<file path="config.mk">
export PLATFORM = sky130hd
export DESIGN_NAME = tmr8_timer
export DESIGN_NICKNAME = d
export VERILOG_FILES = /design/src/common/tmr8_pkg.sv /design/src/rtl/tmr8_clk_sel.sv /design/src/rtl/tmr8_timer.sv /design/src/rtl/tmr8_wave_out.sv
export SDC_FILE = /design/constraint.sdc
export NUM_CORES = 1
export LEC_CHECK = 0
export ABC_AREA = 0
export BUFFER_PORTS_ARGS = -buffer_cell sky130_fd_sc_hd__buf_2
export CAP_MARGIN = 20
export CORE_MARGIN = 5
export CORE_UTILIZATION = 25
export CTS_BUF_LIST = sky130_fd_sc_hd__clkbuf_8
export DETAILED_ROUTE_END_ITERATION = 10
export PLACE_DENSITY = 0.54
export SKIP_LAST_GASP = 1
export SLEW_MARGIN = 20
export SYNTH_ARGS = -nofsm -noshare
export SYNTH_HDL_FRONTEND = slang
export SYNTH_SLANG_ARGS = --single-unit
</file>
<file path="constraint.sdc">
create_clock -name clk_i -period 5.1 [get_ports clk_i]
set_clock_uncertainty 0.05 [all_clocks]
set_input_delay 0.255 -clock clk_i [delete_from_list [all_inputs] [get_ports clk_i]]
set_output_delay 0.255 -clock clk_i [all_outputs]
set_load 0.005 [all_outputs]
</file>
<file path="src/common/tmr8_pkg.sv">
// Constants, encodings and helper functions of the 8-bit timer compare unit.
// Assumes a single system clock; all mode decoding is shared through this package.
`default_nettype none

package tmr8_pkg;

  localparam int          CNT_W      = 8;
  localparam logic [7:0]  CNT_BOTTOM = 8'h00;
  localparam logic [7:0]  CNT_MAX    = 8'hFF;
  localparam logic [7:0]  CNT_ONE    = 8'h01;

  // Clock select encodings
  localparam logic [2:0]  CS_STOP     = 3'h0;
  localparam logic [2:0]  CS_DIV1     = 3'h1;
  localparam logic [2:0]  CS_DIV8     = 3'h2;
  localparam logic [2:0]  CS_DIV64    = 3'h3;
  localparam logic [2:0]  CS_DIV256   = 3'h4;
  localparam logic [2:0]  CS_DIV1024  = 3'h5;
  localparam logic [2:0]  CS_EXT_FALL = 3'h6;
  localparam logic [2:0]  CS_EXT_RISE = 3'h7;

  // Shared prescaler: a tap fires when its low bits are all ones
  localparam int          PSC_W        = 10;
  localparam logic [9:0]  PSC_ONE      = 10'h001;
  localparam logic [9:0]  PSC_MASK_8   = 10'h007;
  localparam logic [9:0]  PSC_MASK_64  = 10'h03F;
  localparam logic [9:0]  PSC_MASK_256 = 10'h0FF;
  localparam logic [9:0]  PSC_MASK_1K  = 10'h3FF;

  // Waveform modes; 4 and 6 are reserved and behave as normal
  localparam logic [2:0]  WGM_NORMAL    = 3'h0;
  localparam logic [2:0]  WGM_PC_MAX    = 3'h1;
  localparam logic [2:0]  WGM_CTC       = 3'h2;
  localparam logic [2:0]  WGM_FAST_MAX  = 3'h3;
  localparam logic [2:0]  WGM_PC_OCRA   = 3'h5;
  localparam logic [2:0]  WGM_FAST_OCRA = 3'h7;
  localparam int          WGM_TOP_BIT   = 2;

  // Output action encodings
  localparam logic [1:0]  COM_OFF    = 2'h0;
  localparam logic [1:0]  COM_TOGGLE = 2'h1;
  localparam logic [1:0]  COM_CLEAR  = 2'h2;
  localparam logic [1:0]  COM_SET    = 2'h3;

  // Flag and mask bit positions
  localparam int          FLAG_W       = 3;
  localparam int          FLAG_OVF     = 0;
  localparam int          FLAG_MATCH_A = 1;
  localparam int          FLAG_MATCH_B = 2;

  typedef enum logic {TMR8_DIR_UP = 1'b0, TMR8_DIR_DOWN = 1'b1} tmr8_dir_t;

  function automatic logic tmr8_is_phase(input logic [2:0] wgm);
    return (wgm == WGM_PC_MAX) || (wgm == WGM_PC_OCRA);
  endfunction : tmr8_is_phase

  function automatic logic tmr8_is_fast(input logic [2:0] wgm);
    return (wgm == WGM_FAST_MAX) || (wgm == WGM_FAST_OCRA);
  endfunction : tmr8_is_fast

  function automatic logic tmr8_is_pwm(input logic [2:0] wgm);
    return tmr8_is_phase(wgm) || tmr8_is_fast(wgm);
  endfunction : tmr8_is_pwm

  function automatic logic tmr8_top_is_ocra(input logic [2:0] wgm);
    return (wgm == WGM_CTC) || (wgm == WGM_PC_OCRA) || (wgm == WGM_FAST_OCRA);
  endfunction : tmr8_top_is_ocra

endpackage : tmr8_pkg

`default_nettype wire

</file>
<file path="src/rtl/tmr8_clk_sel.sv">
// Clock select: shared prescaler taps and external pin edge detector.
// Produces a one-cycle timer tick enable on the system clock.
`timescale 1ns/100ps
`default_nettype none

module tmr8_clk_sel
  import tmr8_pkg::*;
(
  input  wire logic        clk_i,
  input  wire logic        rst_n_i,
  input  wire logic        ext_count_pin_i,
  input  wire logic [2:0]  clock_select_field_i,
  input  wire logic        prescaler_clear_bit_i,
  output logic             timer_tick_o
);

  logic [PSC_W-1:0] psc_reg;
  logic [PSC_W-1:0] psc_next;
  logic [2:0]       sync_reg;
  logic [2:0]       sync_next;
  logic             level_reg;
  logic             level_next;
  logic             agree;
  logic             rise;
  logic             fall;

  function automatic logic tap(input logic [PSC_W-1:0] cnt, input logic [PSC_W-1:0] mask);
    return (cnt & mask) == mask;
  endfunction : tap

  // Pin change is taken only once second and third stages agree
  always_comb
  begin
    psc_next   = prescaler_clear_bit_i ? '0 : psc_reg + PSC_ONE;
    sync_next  = {sync_reg[1:0], ext_count_pin_i};
    agree      = (sync_reg[1] == sync_reg[2]);
    level_next = agree ? sync_reg[2] : level_reg;
    rise       = agree & sync_reg[2] & ~level_reg;
    fall       = agree & ~sync_reg[2] & level_reg;
    case (clock_select_field_i)
      CS_STOP     : timer_tick_o = 1'b0;
      CS_DIV1     : timer_tick_o = 1'b1;
      CS_DIV8     : timer_tick_o = tap(psc_reg, PSC_MASK_8);
      CS_DIV64    : timer_tick_o = tap(psc_reg, PSC_MASK_64);
      CS_DIV256   : timer_tick_o = tap(psc_reg, PSC_MASK_256);
      CS_DIV1024  : timer_tick_o = tap(psc_reg, PSC_MASK_1K);
      CS_EXT_FALL : timer_tick_o = fall;
      CS_EXT_RISE : timer_tick_o = rise;
      default     : timer_tick_o = 1'b0;
    endcase
  end

  always_ff @(posedge clk_i or negedge rst_n_i)
  begin
    if (!rst_n_i)
    begin
      psc_reg   <= '0;
      sync_reg  <= '0;
      level_reg <= 1'b0;
    end
    else
    begin
      psc_reg   <= psc_next;
      sync_reg  <= sync_next;
      level_reg <= level_next;
    end
  end

endmodule : tmr8_clk_sel

`default_nettype wire

</file>
<file path="src/rtl/tmr8_timer.sv">
// Top of the 8-bit timer: counter unit, two compare units, flags and outputs.
// Assumes CPU accesses arrive as single-cycle strobes on the system clock.
//
// Function
// - Eight-bit counter and compares, continuous comparison
// - Clock select zero stops the counter
// - Select internal prescaled or external pin clock
// - Tick clears, increments or decrements per mode
// - CPU counter write beats clear or count
// - Top and bottom indications from counter
// - Match sets flag next tick, masked request
// - Flag cleared by service or writing one
// - One flag register, each gated by mask
// - Overflow flag set per mode, interrupt capable
// - Double buffer compares only in PWM modes
// - Buffered compare loads only at top
// - CPU compare access hits buffer or active
// - Force strobe acts like match outside PWM, no flag
// - Counter write blocks matches next tick
// - Output state kept across modes, reset zero
// - Action bits unbuffered, act at next match
// - Nonzero action bits override port output value
// - Action bits zero leave output state alone
// - Bottom 0x00, max 0xFF, top per mode
// - External clock: 7 rising, 6 falling edge
// - Prescale factors 1, 8, 64, 256, 1024
`timescale 1ns/100ps
`default_nettype none

module tmr8_timer
  import tmr8_pkg::*;
(
  input  wire logic              clk_i,
  input  wire logic              rst_b_i,
  input  wire logic              ext_count_pin_i,
  input  wire logic [2:0]        clock_select_field_i,
  input  wire logic              prescaler_clear_bit_i,
  input  wire logic [2:0]        waveform_mode_field_i,
  input  wire logic [1:0]        output_action_bits_a_i,
  input  wire logic [1:0]        output_action_bits_b_i,
  input  wire logic              count_wr_i,
  input  wire logic [CNT_W-1:0]  count_wdata_i,
  input  wire logic              compare_a_wr_i,
  input  wire logic              compare_b_wr_i,
  input  wire logic [CNT_W-1:0]  compare_wdata_i,
  input  wire logic              force_match_strobe_a_i,
  input  wire logic              force_match_strobe_b_i,
  input  wire logic [FLAG_W-1:0] flag_clear_i,
  input  wire logic [FLAG_W-1:0] int_ack_i,
  input  wire logic [FLAG_W-1:0] timer_mask_register_i,
  input  wire logic [1:0]        port_out_i,
  input  wire logic [1:0]        port_dir_i,
  output logic [CNT_W-1:0]       count_value_o,
  output logic [CNT_W-1:0]       compare_value_a_o,
  output logic [CNT_W-1:0]       compare_value_b_o,
  output logic [FLAG_W-1:0]      timer_flag_register_o,
  output logic [FLAG_W-1:0]      irq_o,
  output logic                   top_o,
  output logic                   bottom_o,
  output logic                   timer_tick_o,
  output logic                   wave_out_a_o,
  output logic                   wave_oe_a_o,
  output logic                   wave_out_b_o,
  output logic                   wave_oe_b_o,
  output logic [1:0]             wave_out_state_o
);

  logic [1:0]        rst_sync_reg;
  logic              rst_n;
  logic              tick;

  logic [CNT_W-1:0]  cnt_reg;
  logic [CNT_W-1:0]  cnt_next;
  tmr8_dir_t         dir_reg;
  tmr8_dir_t         dir_next;
  logic              block_reg;
  logic              block_next;

  logic [CNT_W-1:0]  buf_a_reg;
  logic [CNT_W-1:0]  buf_a_next;
  logic [CNT_W-1:0]  ocr_a_reg;
  logic [CNT_W-1:0]  ocr_a_next;
  logic [CNT_W-1:0]  buf_b_reg;
  logic [CNT_W-1:0]  buf_b_next;
  logic [CNT_W-1:0]  ocr_b_reg;
  logic [CNT_W-1:0]  ocr_b_next;

  logic [FLAG_W-1:0] flag_reg;
  logic [FLAG_W-1:0] flag_next;
  logic [FLAG_W-1:0] flag_set;

  logic [CNT_W-1:0]  top_val;
  logic              at_top;
  logic              at_bottom;
  logic              pwm;
  logic              upd_ev;
  logic              ovf_ev;
  logic              match_a_ev;
  logic              match_b_ev;
  logic              wrap_ev;

  // Buffer takes every CPU write; active register follows it directly
  // outside PWM, so readback stays coherent across mode changes.
  function automatic logic [CNT_W-1:0] ocr_step(input logic             is_pwm,
                                                input logic             upd,
                                                input logic             wr,
                                                input logic [CNT_W-1:0] wdata,
                                                input logic [CNT_W-1:0] buffered,
                                                input logic [CNT_W-1:0] active);
    logic [CNT_W-1:0] res;
    res = active;
    if (!is_pwm && wr)
      res = wdata;
    else if (is_pwm && upd)
      res = buffered;
    return res;
  endfunction : ocr_step

  // Reset release through two flops
  always_ff @(posedge clk_i or negedge rst_b_i)
  begin
    if (!rst_b_i)
      rst_sync_reg <= 2'h0;
    else
      rst_sync_reg <= {rst_sync_reg[0], 1'b1};
  end

  assign rst_n = rst_sync_reg[1];

  tmr8_clk_sel u_clk_sel
  (
    .clk_i                 (clk_i),
    .rst_n_i               (rst_n),
    .ext_count_pin_i       (ext_count_pin_i),
    .clock_select_field_i  (clock_select_field_i),
    .prescaler_clear_bit_i (prescaler_clear_bit_i),
    .timer_tick_o          (tick)
  );

  // Decode of extreme values and events
  always_comb
  begin
    pwm        = tmr8_is_pwm(waveform_mode_field_i);
    top_val    = tmr8_top_is_ocra(waveform_mode_field_i) ? ocr_a_reg : CNT_MAX;
    at_top     = (cnt_reg == top_val);
    at_bottom  = (cnt_reg == CNT_BOTTOM);
    upd_ev     = tick & at_top & pwm;
    wrap_ev    = tick & at_top & tmr8_is_fast(waveform_mode_field_i);
    match_a_ev = tick & (cnt_reg == ocr_a_reg) & ~block_reg;
    match_b_ev = tick & (cnt_reg == ocr_b_reg) & ~block_reg;
    if (tmr8_is_phase(waveform_mode_field_i))
      ovf_ev = tick & at_bottom & (dir_reg == TMR8_DIR_DOWN);
    else if (tmr8_is_fast(waveform_mode_field_i))
      ovf_ev = tick & at_top;
    else
      ovf_ev = tick & (cnt_reg == CNT_MAX);
  end

  // Counter unit
  always_comb
  begin
    cnt_next   = cnt_reg;
    dir_next   = dir_reg;
    block_next = tick ? 1'b0 : block_reg;
    if (tick)
    begin
      case (waveform_mode_field_i)
        WGM_CTC, WGM_FAST_MAX, WGM_FAST_OCRA :
          cnt_next = at_top ? CNT_BOTTOM : cnt_reg + CNT_ONE;
        WGM_PC_MAX, WGM_PC_OCRA :
        begin
          if (dir_reg == TMR8_DIR_UP)
          begin
            if (at_top)
            begin
              dir_next = TMR8_DIR_DOWN;
              cnt_next = cnt_reg - CNT_ONE;
            end
            else
              cnt_next = cnt_reg + CNT_ONE;
          end
          else if (at_bottom)
          begin
            dir_next = TMR8_DIR_UP;
            cnt_next = cnt_reg + CNT_ONE;
          end
          else
            cnt_next = cnt_reg - CNT_ONE;
        end
        default :
          cnt_next = cnt_reg + CNT_ONE;
      endcase
    end
    if (!tmr8_is_phase(waveform_mode_field_i))
      dir_next = TMR8_DIR_UP;
    // CPU write wins and arms the one-tick match block, even when stopped
    if (count_wr_i)
    begin
      cnt_next   = count_wdata_i;
      block_next = 1'b1;
    end
  end

  always_ff @(posedge clk_i or negedge rst_n)
  begin
    if (!rst_n)
    begin
      cnt_reg   <= CNT_BOTTOM;
      dir_reg   <= TMR8_DIR_UP;
      block_reg <= 1'b0;
    end
    else
    begin
      cnt_reg   <= cnt_next;
      dir_reg   <= dir_next;
      block_reg <= block_next;
    end
  end

  // Compare registers with optional double buffer
  always_comb
  begin
    buf_a_next = compare_a_wr_i ? compare_wdata_i : buf_a_reg;
    buf_b_next = compare_b_wr_i ? compare_wdata_i : buf_b_reg;
    ocr_a_next = ocr_step(pwm, upd_ev, compare_a_wr_i, compare_wdata_i, buf_a_reg, ocr_a_reg);
    ocr_b_next = ocr_step(pwm, upd_ev, compare_b_wr_i, compare_wdata_i, buf_b_reg, ocr_b_reg);
  end

  always_ff @(posedge clk_i or negedge rst_n)
  begin
    if (!rst_n)
    begin
      buf_a_reg <= CNT_BOTTOM;
      ocr_a_reg <= CNT_BOTTOM;
      buf_b_reg <= CNT_BOTTOM;
      ocr_b_reg <= CNT_BOTTOM;
    end
    else
    begin
      buf_a_reg <= buf_a_next;
      ocr_a_reg <= ocr_a_next;
      buf_b_reg <= buf_b_next;
      ocr_b_reg <= ocr_b_next;
    end
  end

  // Flags: a set in the same cycle as a clear survives
  always_comb
  begin
    flag_set               = '0;
    flag_set[FLAG_OVF]     = ovf_ev;
    flag_set[FLAG_MATCH_A] = match_a_ev;
    flag_set[FLAG_MATCH_B] = match_b_ev;
    flag_next = (flag_reg & ~(flag_clear_i | int_ack_i)) | flag_set;
  end

  always_ff @(posedge clk_i or negedge rst_n)
  begin
    if (!rst_n)
      flag_reg <= '0;
    else
      flag_reg <= flag_next;
  end

  assign irq_o                 = flag_reg & timer_mask_register_i;
  assign timer_flag_register_o = flag_reg;
  assign count_value_o         = cnt_reg;
  assign compare_value_a_o     = buf_a_reg;
  assign compare_value_b_o     = buf_b_reg;
  assign top_o                 = at_top;
  assign bottom_o              = at_bottom;
  assign timer_tick_o          = tick;

  // Toggle in PWM is only offered on unit A with the OCRA top modes
  tmr8_wave_out u_wave_a
  (
    .clk_i                 (clk_i),
    .rst_n_i               (rst_n),
    .waveform_mode_field_i (waveform_mode_field_i),
    .output_action_bits_i  (output_action_bits_a_i),
    .toggle_ok_i           (waveform_mode_field_i[WGM_TOP_BIT]),
    .match_i               (match_a_ev),
    .force_i               (force_match_strobe_a_i),
    .wrap_i                (wrap_ev),
    .dir_down_i            (dir_reg == TMR8_DIR_DOWN),
    .port_out_i            (port_out_i[0]),
    .port_dir_i            (port_dir_i[0]),
    .wave_out_o            (wave_out_a_o),
    .wave_oe_o             (wave_oe_a_o),
    .wave_out_state_o      (wave_out_state_o[0])
  );

  tmr8_wave_out u_wave_b
  (
    .clk_i                 (clk_i),
    .rst_n_i               (rst_n),
    .waveform_mode_field_i (waveform_mode_field_i),
    .output_action_bits_i  (output_action_bits_b_i),
    .toggle_ok_i           (1'b0),
    .match_i               (match_b_ev),
    .force_i               (force_match_strobe_b_i),
    .wrap_i                (wrap_ev),
    .dir_down_i            (dir_reg == TMR8_DIR_DOWN),
    .port_out_i            (port_out_i[1]),
    .port_dir_i            (port_dir_i[1]),
    .wave_out_o            (wave_out_b_o),
    .wave_oe_o             (wave_oe_b_o),
    .wave_out_state_o      (wave_out_state_o[1])
  );
endmodule : tmr8_timer

`default_nettype wire

</file>
<file path="src/rtl/tmr8_wave_out.sv">
// Compare match output unit: internal output state and port override.
// Expects match and wrap events from the counter and the CPU force strobe as one-cycle enables.
`timescale 1ns/100ps
`default_nettype none

module tmr8_wave_out
  import tmr8_pkg::*;
(
  input  wire logic        clk_i,
  input  wire logic        rst_n_i,
  input  wire logic [2:0]  waveform_mode_field_i,
  input  wire logic [1:0]  output_action_bits_i,
  input  wire logic        toggle_ok_i,
  input  wire logic        match_i,
  input  wire logic        force_i,
  input  wire logic        wrap_i,
  input  wire logic        dir_down_i,
  input  wire logic        port_out_i,
  input  wire logic        port_dir_i,
  output logic             wave_out_o,
  output logic             wave_oe_o,
  output logic             wave_out_state_o
);

  logic state_reg;
  logic state_next;

  // Mode switches never touch the state; only events do
  always_comb
  begin
    state_next = state_reg;
    if (!tmr8_is_pwm(waveform_mode_field_i))
    begin
      if (match_i || force_i)
      begin
        case (output_action_bits_i)
          COM_TOGGLE : state_next = ~state_reg;
          COM_CLEAR  : state_next = 1'b0;
          COM_SET    : state_next = 1'b1;
          default    : state_next = state_reg;
        endcase
      end
    end
    else if (match_i)
    begin
      case (output_action_bits_i)
        COM_TOGGLE : state_next = toggle_ok_i ? ~state_reg : state_reg;
        COM_CLEAR  : state_next = tmr8_is_phase(waveform_mode_field_i) & dir_down_i;
        COM_SET    : state_next = ~(tmr8_is_phase(waveform_mode_field_i) & dir_down_i);
        default    : state_next = state_reg;
      endcase
    end
    else if (wrap_i && tmr8_is_fast(waveform_mode_field_i))
    begin
      case (output_action_bits_i)
        COM_CLEAR : state_next = 1'b1;
        COM_SET   : state_next = 1'b0;
        default   : state_next = state_reg;
      endcase
    end
  end

  // Override follows the action bits at once, direction stays with the port
  assign wave_out_o       = (output_action_bits_i != COM_OFF) ? state_reg : port_out_i;
  assign wave_oe_o        = port_dir_i;
  assign wave_out_state_o = state_reg;

  always_ff @(posedge clk_i or negedge rst_n_i)
  begin
    if (!rst_n_i)
      state_reg <= 1'b0;
    else
      state_reg <= state_next;
  end

endmodule : tmr8_wave_out

`default_nettype wire

</file>
==> impl_metrics.toml <==
[yosys]
ys_ff_latch = 63
ys_types = 68
avgSynthCellArea_um2 = 9.919
yosys_warnings = 0
async_flop_share_pct = 100.0
synth_cells = 388
ys_seq_area_share_pct = 40.96
synth.net_count = 443
ys.flop_type = "dfrtp_1"
synthesis.area_mm2 = 0.003849
synth_edf_count = 0

[floorplanning]
die_width_um = 134.1
dieHeight_um = 134.1
core_area_mm2 = 0.01515
dieArea_mm2 = 0.01798
rows = 45
start_util_pct = 25.41
pin_count = 87

[drt]
drt-total-wl_um = 10620
firstDrtPassIters = 4
drc = 0
drt_iter0_markers = 223
post_drt_wl_per_cell_um = 16.29
drtAntennaViolNets = 0
vias = 3204
via_per_inst = 4.914

[grt]
met2_usage_pct = 19.17
top_usage_layer = "met2"
grt_max_degree = 62
use_met3_pct = 3.113
grt.total_usage_pct = 11.95
grt_use_met1_pct = 15.94
grt_pass1_vias = 3250
grt_pass1_wl_um = 17050
grt-ovfl-total = 0
antenna_found_initial = 0

[cts]
cts_resized = 0
cts-root-buf = "clkbuf_8"
cts.htree.levels = 3
clockBufferDepth = 2
clk-insertion-delay-late_ns = 0.35
cts_buffers = 9
clk_pin_slew_ns = 0.07
cts_tree = "done"
clkSinkCount = 63

[worst_setup_path]
crit_path_start_kind = "flip-flop"
path_max_fanout = 16
crit_path_end_kind = "flip-flop"
path_class = "flip-flop to flip-flop"
cp.arrival_ns = 3.44
crit_required_ns = 5.23

[placed_design]
hpwlAfterDp_um = 7836
port_buffers = 82
gp_congestion = 0.8669
dp.cells = 635

[sta]
finalCriticalPeriod_ns = 3.308
drv_slew = 0
tightest_slew_ns = 0.8667
finalHoldViolCount = 0
finalSetupViolations = 0
period_share_pct = 64.87
tns_ns = 0
relSlewSlack_pct = 42.10
max_freq_mhz = 302.3
rsz0062_at_grt = "no"

[run]
drv_cap = 0

[layout]
fin_cells = 652
multi_input_area_mm2 = 0.002048
fillers = 1582
largest_register_ffs = 10
final_nets = 515
diodes = 0
regArea_mm2 = 0.001578
final_layout_size_suffix_gt1_share_pct = 30.17
areaGrowthSynthToFinish_pct = 18.69

[run_status]
status = "complete, no violations"

[pwr]
powerDensity_mw_per_mm2 = 311.5
vdd_drop_max_uv = 155.8
p_leak_nw = 2.126

[min_path]
hold_class = "input port to flip-flop"
path summary, 6_finish.rpt:
check | start | cells after the start | endpoint | slack (ns)
worst min register to register | rst_sync_reg[0]$_DFF_PN0_ | 0 | rst_sync_reg[1]$_DFF_PN0_ | 0.30
min in group asynchronous | rst_b_i | 2 | rst_sync_reg[1]$_DFF_PN0_ | 0.17
worst min-delay path | count_wdata_i[0] | 3 | count_value_o[0]$_DFFE_PN0P_ | 0.09
worst max-delay path | u_clk_sel.psc_reg[0]$_DFF_PN0_ | 9 | ocr_a_reg[5]$_DFFE_PN0P_ | 1.79
max in group asynchronous | rst_sync_reg[1]$_DFF_PN0_ | 1 | ocr_b_reg[2]$_DFFE_PN0P_ | 4.08
worst max register to register | u_clk_sel.psc_reg[0]$_DFF_PN0_ | 9 | ocr_a_reg[5]$_DFFE_PN0P_ | 1.79
critical path: stages (launching register included):
cell and delay (ns):
dfrtp_1 0.39, ha_1 0.20, and2_1 0.17, nand4_1 0.14, o311a_1 0.38, or2_2 0.39, inv_1 0.42, nand3_2 0.58
mux2i_1 0.31, o21ai_0 0.11
kinds of logic (layout without fill, tap and decap cells):
logic type / count (synthesis) / after routing / share of synthesized area (%)
buffers and inverters: 39 / 115 / 5.819
and+or+nand+nor: 132 / 132 / 18.66
muxes: 41 / 41 / 11.35
DFF: 63 / 63 / 40.96
other: 1 / 1 / 0.09744
adders and majority gates: 7 / 7 / 2.276
AOI/OAI and AO/OA: 82 / 82 / 15.60
xor gates and xnor gates: 23 / 23 / 5.234
cell usage in the layout, fill, tap and decap left out, types with 3 or more instances in the layout:
cell type,count
o211ai_1,6
dfrtp_1,62
clkbuf_8,10
ha_1,7
xnor2_1,6
nand2b_1,3
mux2i_1,20
a21oi_1,14
nor3_1,3
nand2_1,43
a211oi_1,3
nor2b_1,14
a31oi_1,3
buf_2,82
nor4_1,5
or4_1,3
mux2_2,21
o21ai_0,26
nand4_1,3
inv_1,15
nor2_1,22
nand3_1,10
and3_1,4
xor2_1,17
and2_1,5
synthesized netlist by cell type, types with 2 or more instances:
cell type   n  area [um2]
o221ai_1    2       17.52
nor3_1      3       15.01
a21oi_1    14       70.07
and3_1      4       25.02
a31oi_1     3       18.77
o311a_1     2       20.02
nor2b_1    14       87.58
xor2_1     17       148.9
and3b_1     2       17.52
nand2b_1    3       18.77
or2_2       2       12.51
buf_1       2       7.510
buf_6       6       67.56
nor4_4      2       42.54
or4_1       3       22.52
nand4_1     3       18.77
nor2_1     22       82.58
nand2_2     2       12.51
xnor2_1     6       52.55
dfrtp_1    63        1577
nand4b_1    2       17.52
mux2_2     21       236.5
o21a_1      2       15.01
o21ai_0    26       130.1
a211oi_1    3       22.52
nand2_1    43       161.4
a311oi_1    2       17.52
ha_1        7       87.58
o211ai_1    6       45.04
clkbuf_1    4       15.01
nand3_1    10       50.05
inv_1      13       48.80
buf_2       5       25.02
and2_1      5       31.28
mux2i_1    20       200.2
buf_4       7       52.55
nor4_1      5       31.28
a22oi_1     2       15.01
metal layers:
metal	vias up	routed length, um	share of wire (%)
met5	-	0	0
met4	0	145	1.4
met3	13	729	6.9
met2	105	4879	46
met1	1559	4869	46
li1	1527	-	-
stage by stage:
step | hold slack [ns] | instance area, um2 | util, % | worst slack [ns] | power (W)
floorplan | -0.09059 | 3849 | - | 2.415 | 0.0008458
global placement | -0.009852 | 4335 | 28.62 | 1.946 | 0.0009379
detailed placement | -0.008096 | 4335 | 28.62 | 1.804 | 0.0009472
CTS | 0.07185 | 4568 | 30.16 | 1.790 | 0.001446
global route | 0.08660 | 4568 | 30.16 | 1.546 | 0.001501
finish | 0.09079 | 4568 | 30.16 | 1.792 | 0.001423
power by group:
| part | switching [W] | internal, W |
|---|---|---|
| combinational | 0.000163 | 0.000143 |
| sequential | 0.0000795 | 0.000551 |
| clock | 0.000204 | 0.000283 |
cell type report:
| type | count | share of cell area (%) |
|---|---|---|
| clock inverter | 5 | 1.643 |
| multi-input combinational | 286 | 44.84 |
| inverter | 15 | 1.233 |
| timing repair buffer | 85 | 9.586 |
| sequential | 63 | 34.54 |
| clock buffer | 10 | 3.013 |
| tap | 188 | 5.149 |
what timing repair did:
action                                  in CTS  in global routing
buffers inserted                             0                  0
endpoints found under the setup margin       0                  0
endpoints found under the hold margin        3                  0
hold buffers                                 2                  0
No activity file was read; power rests on OpenSTA's default activity.
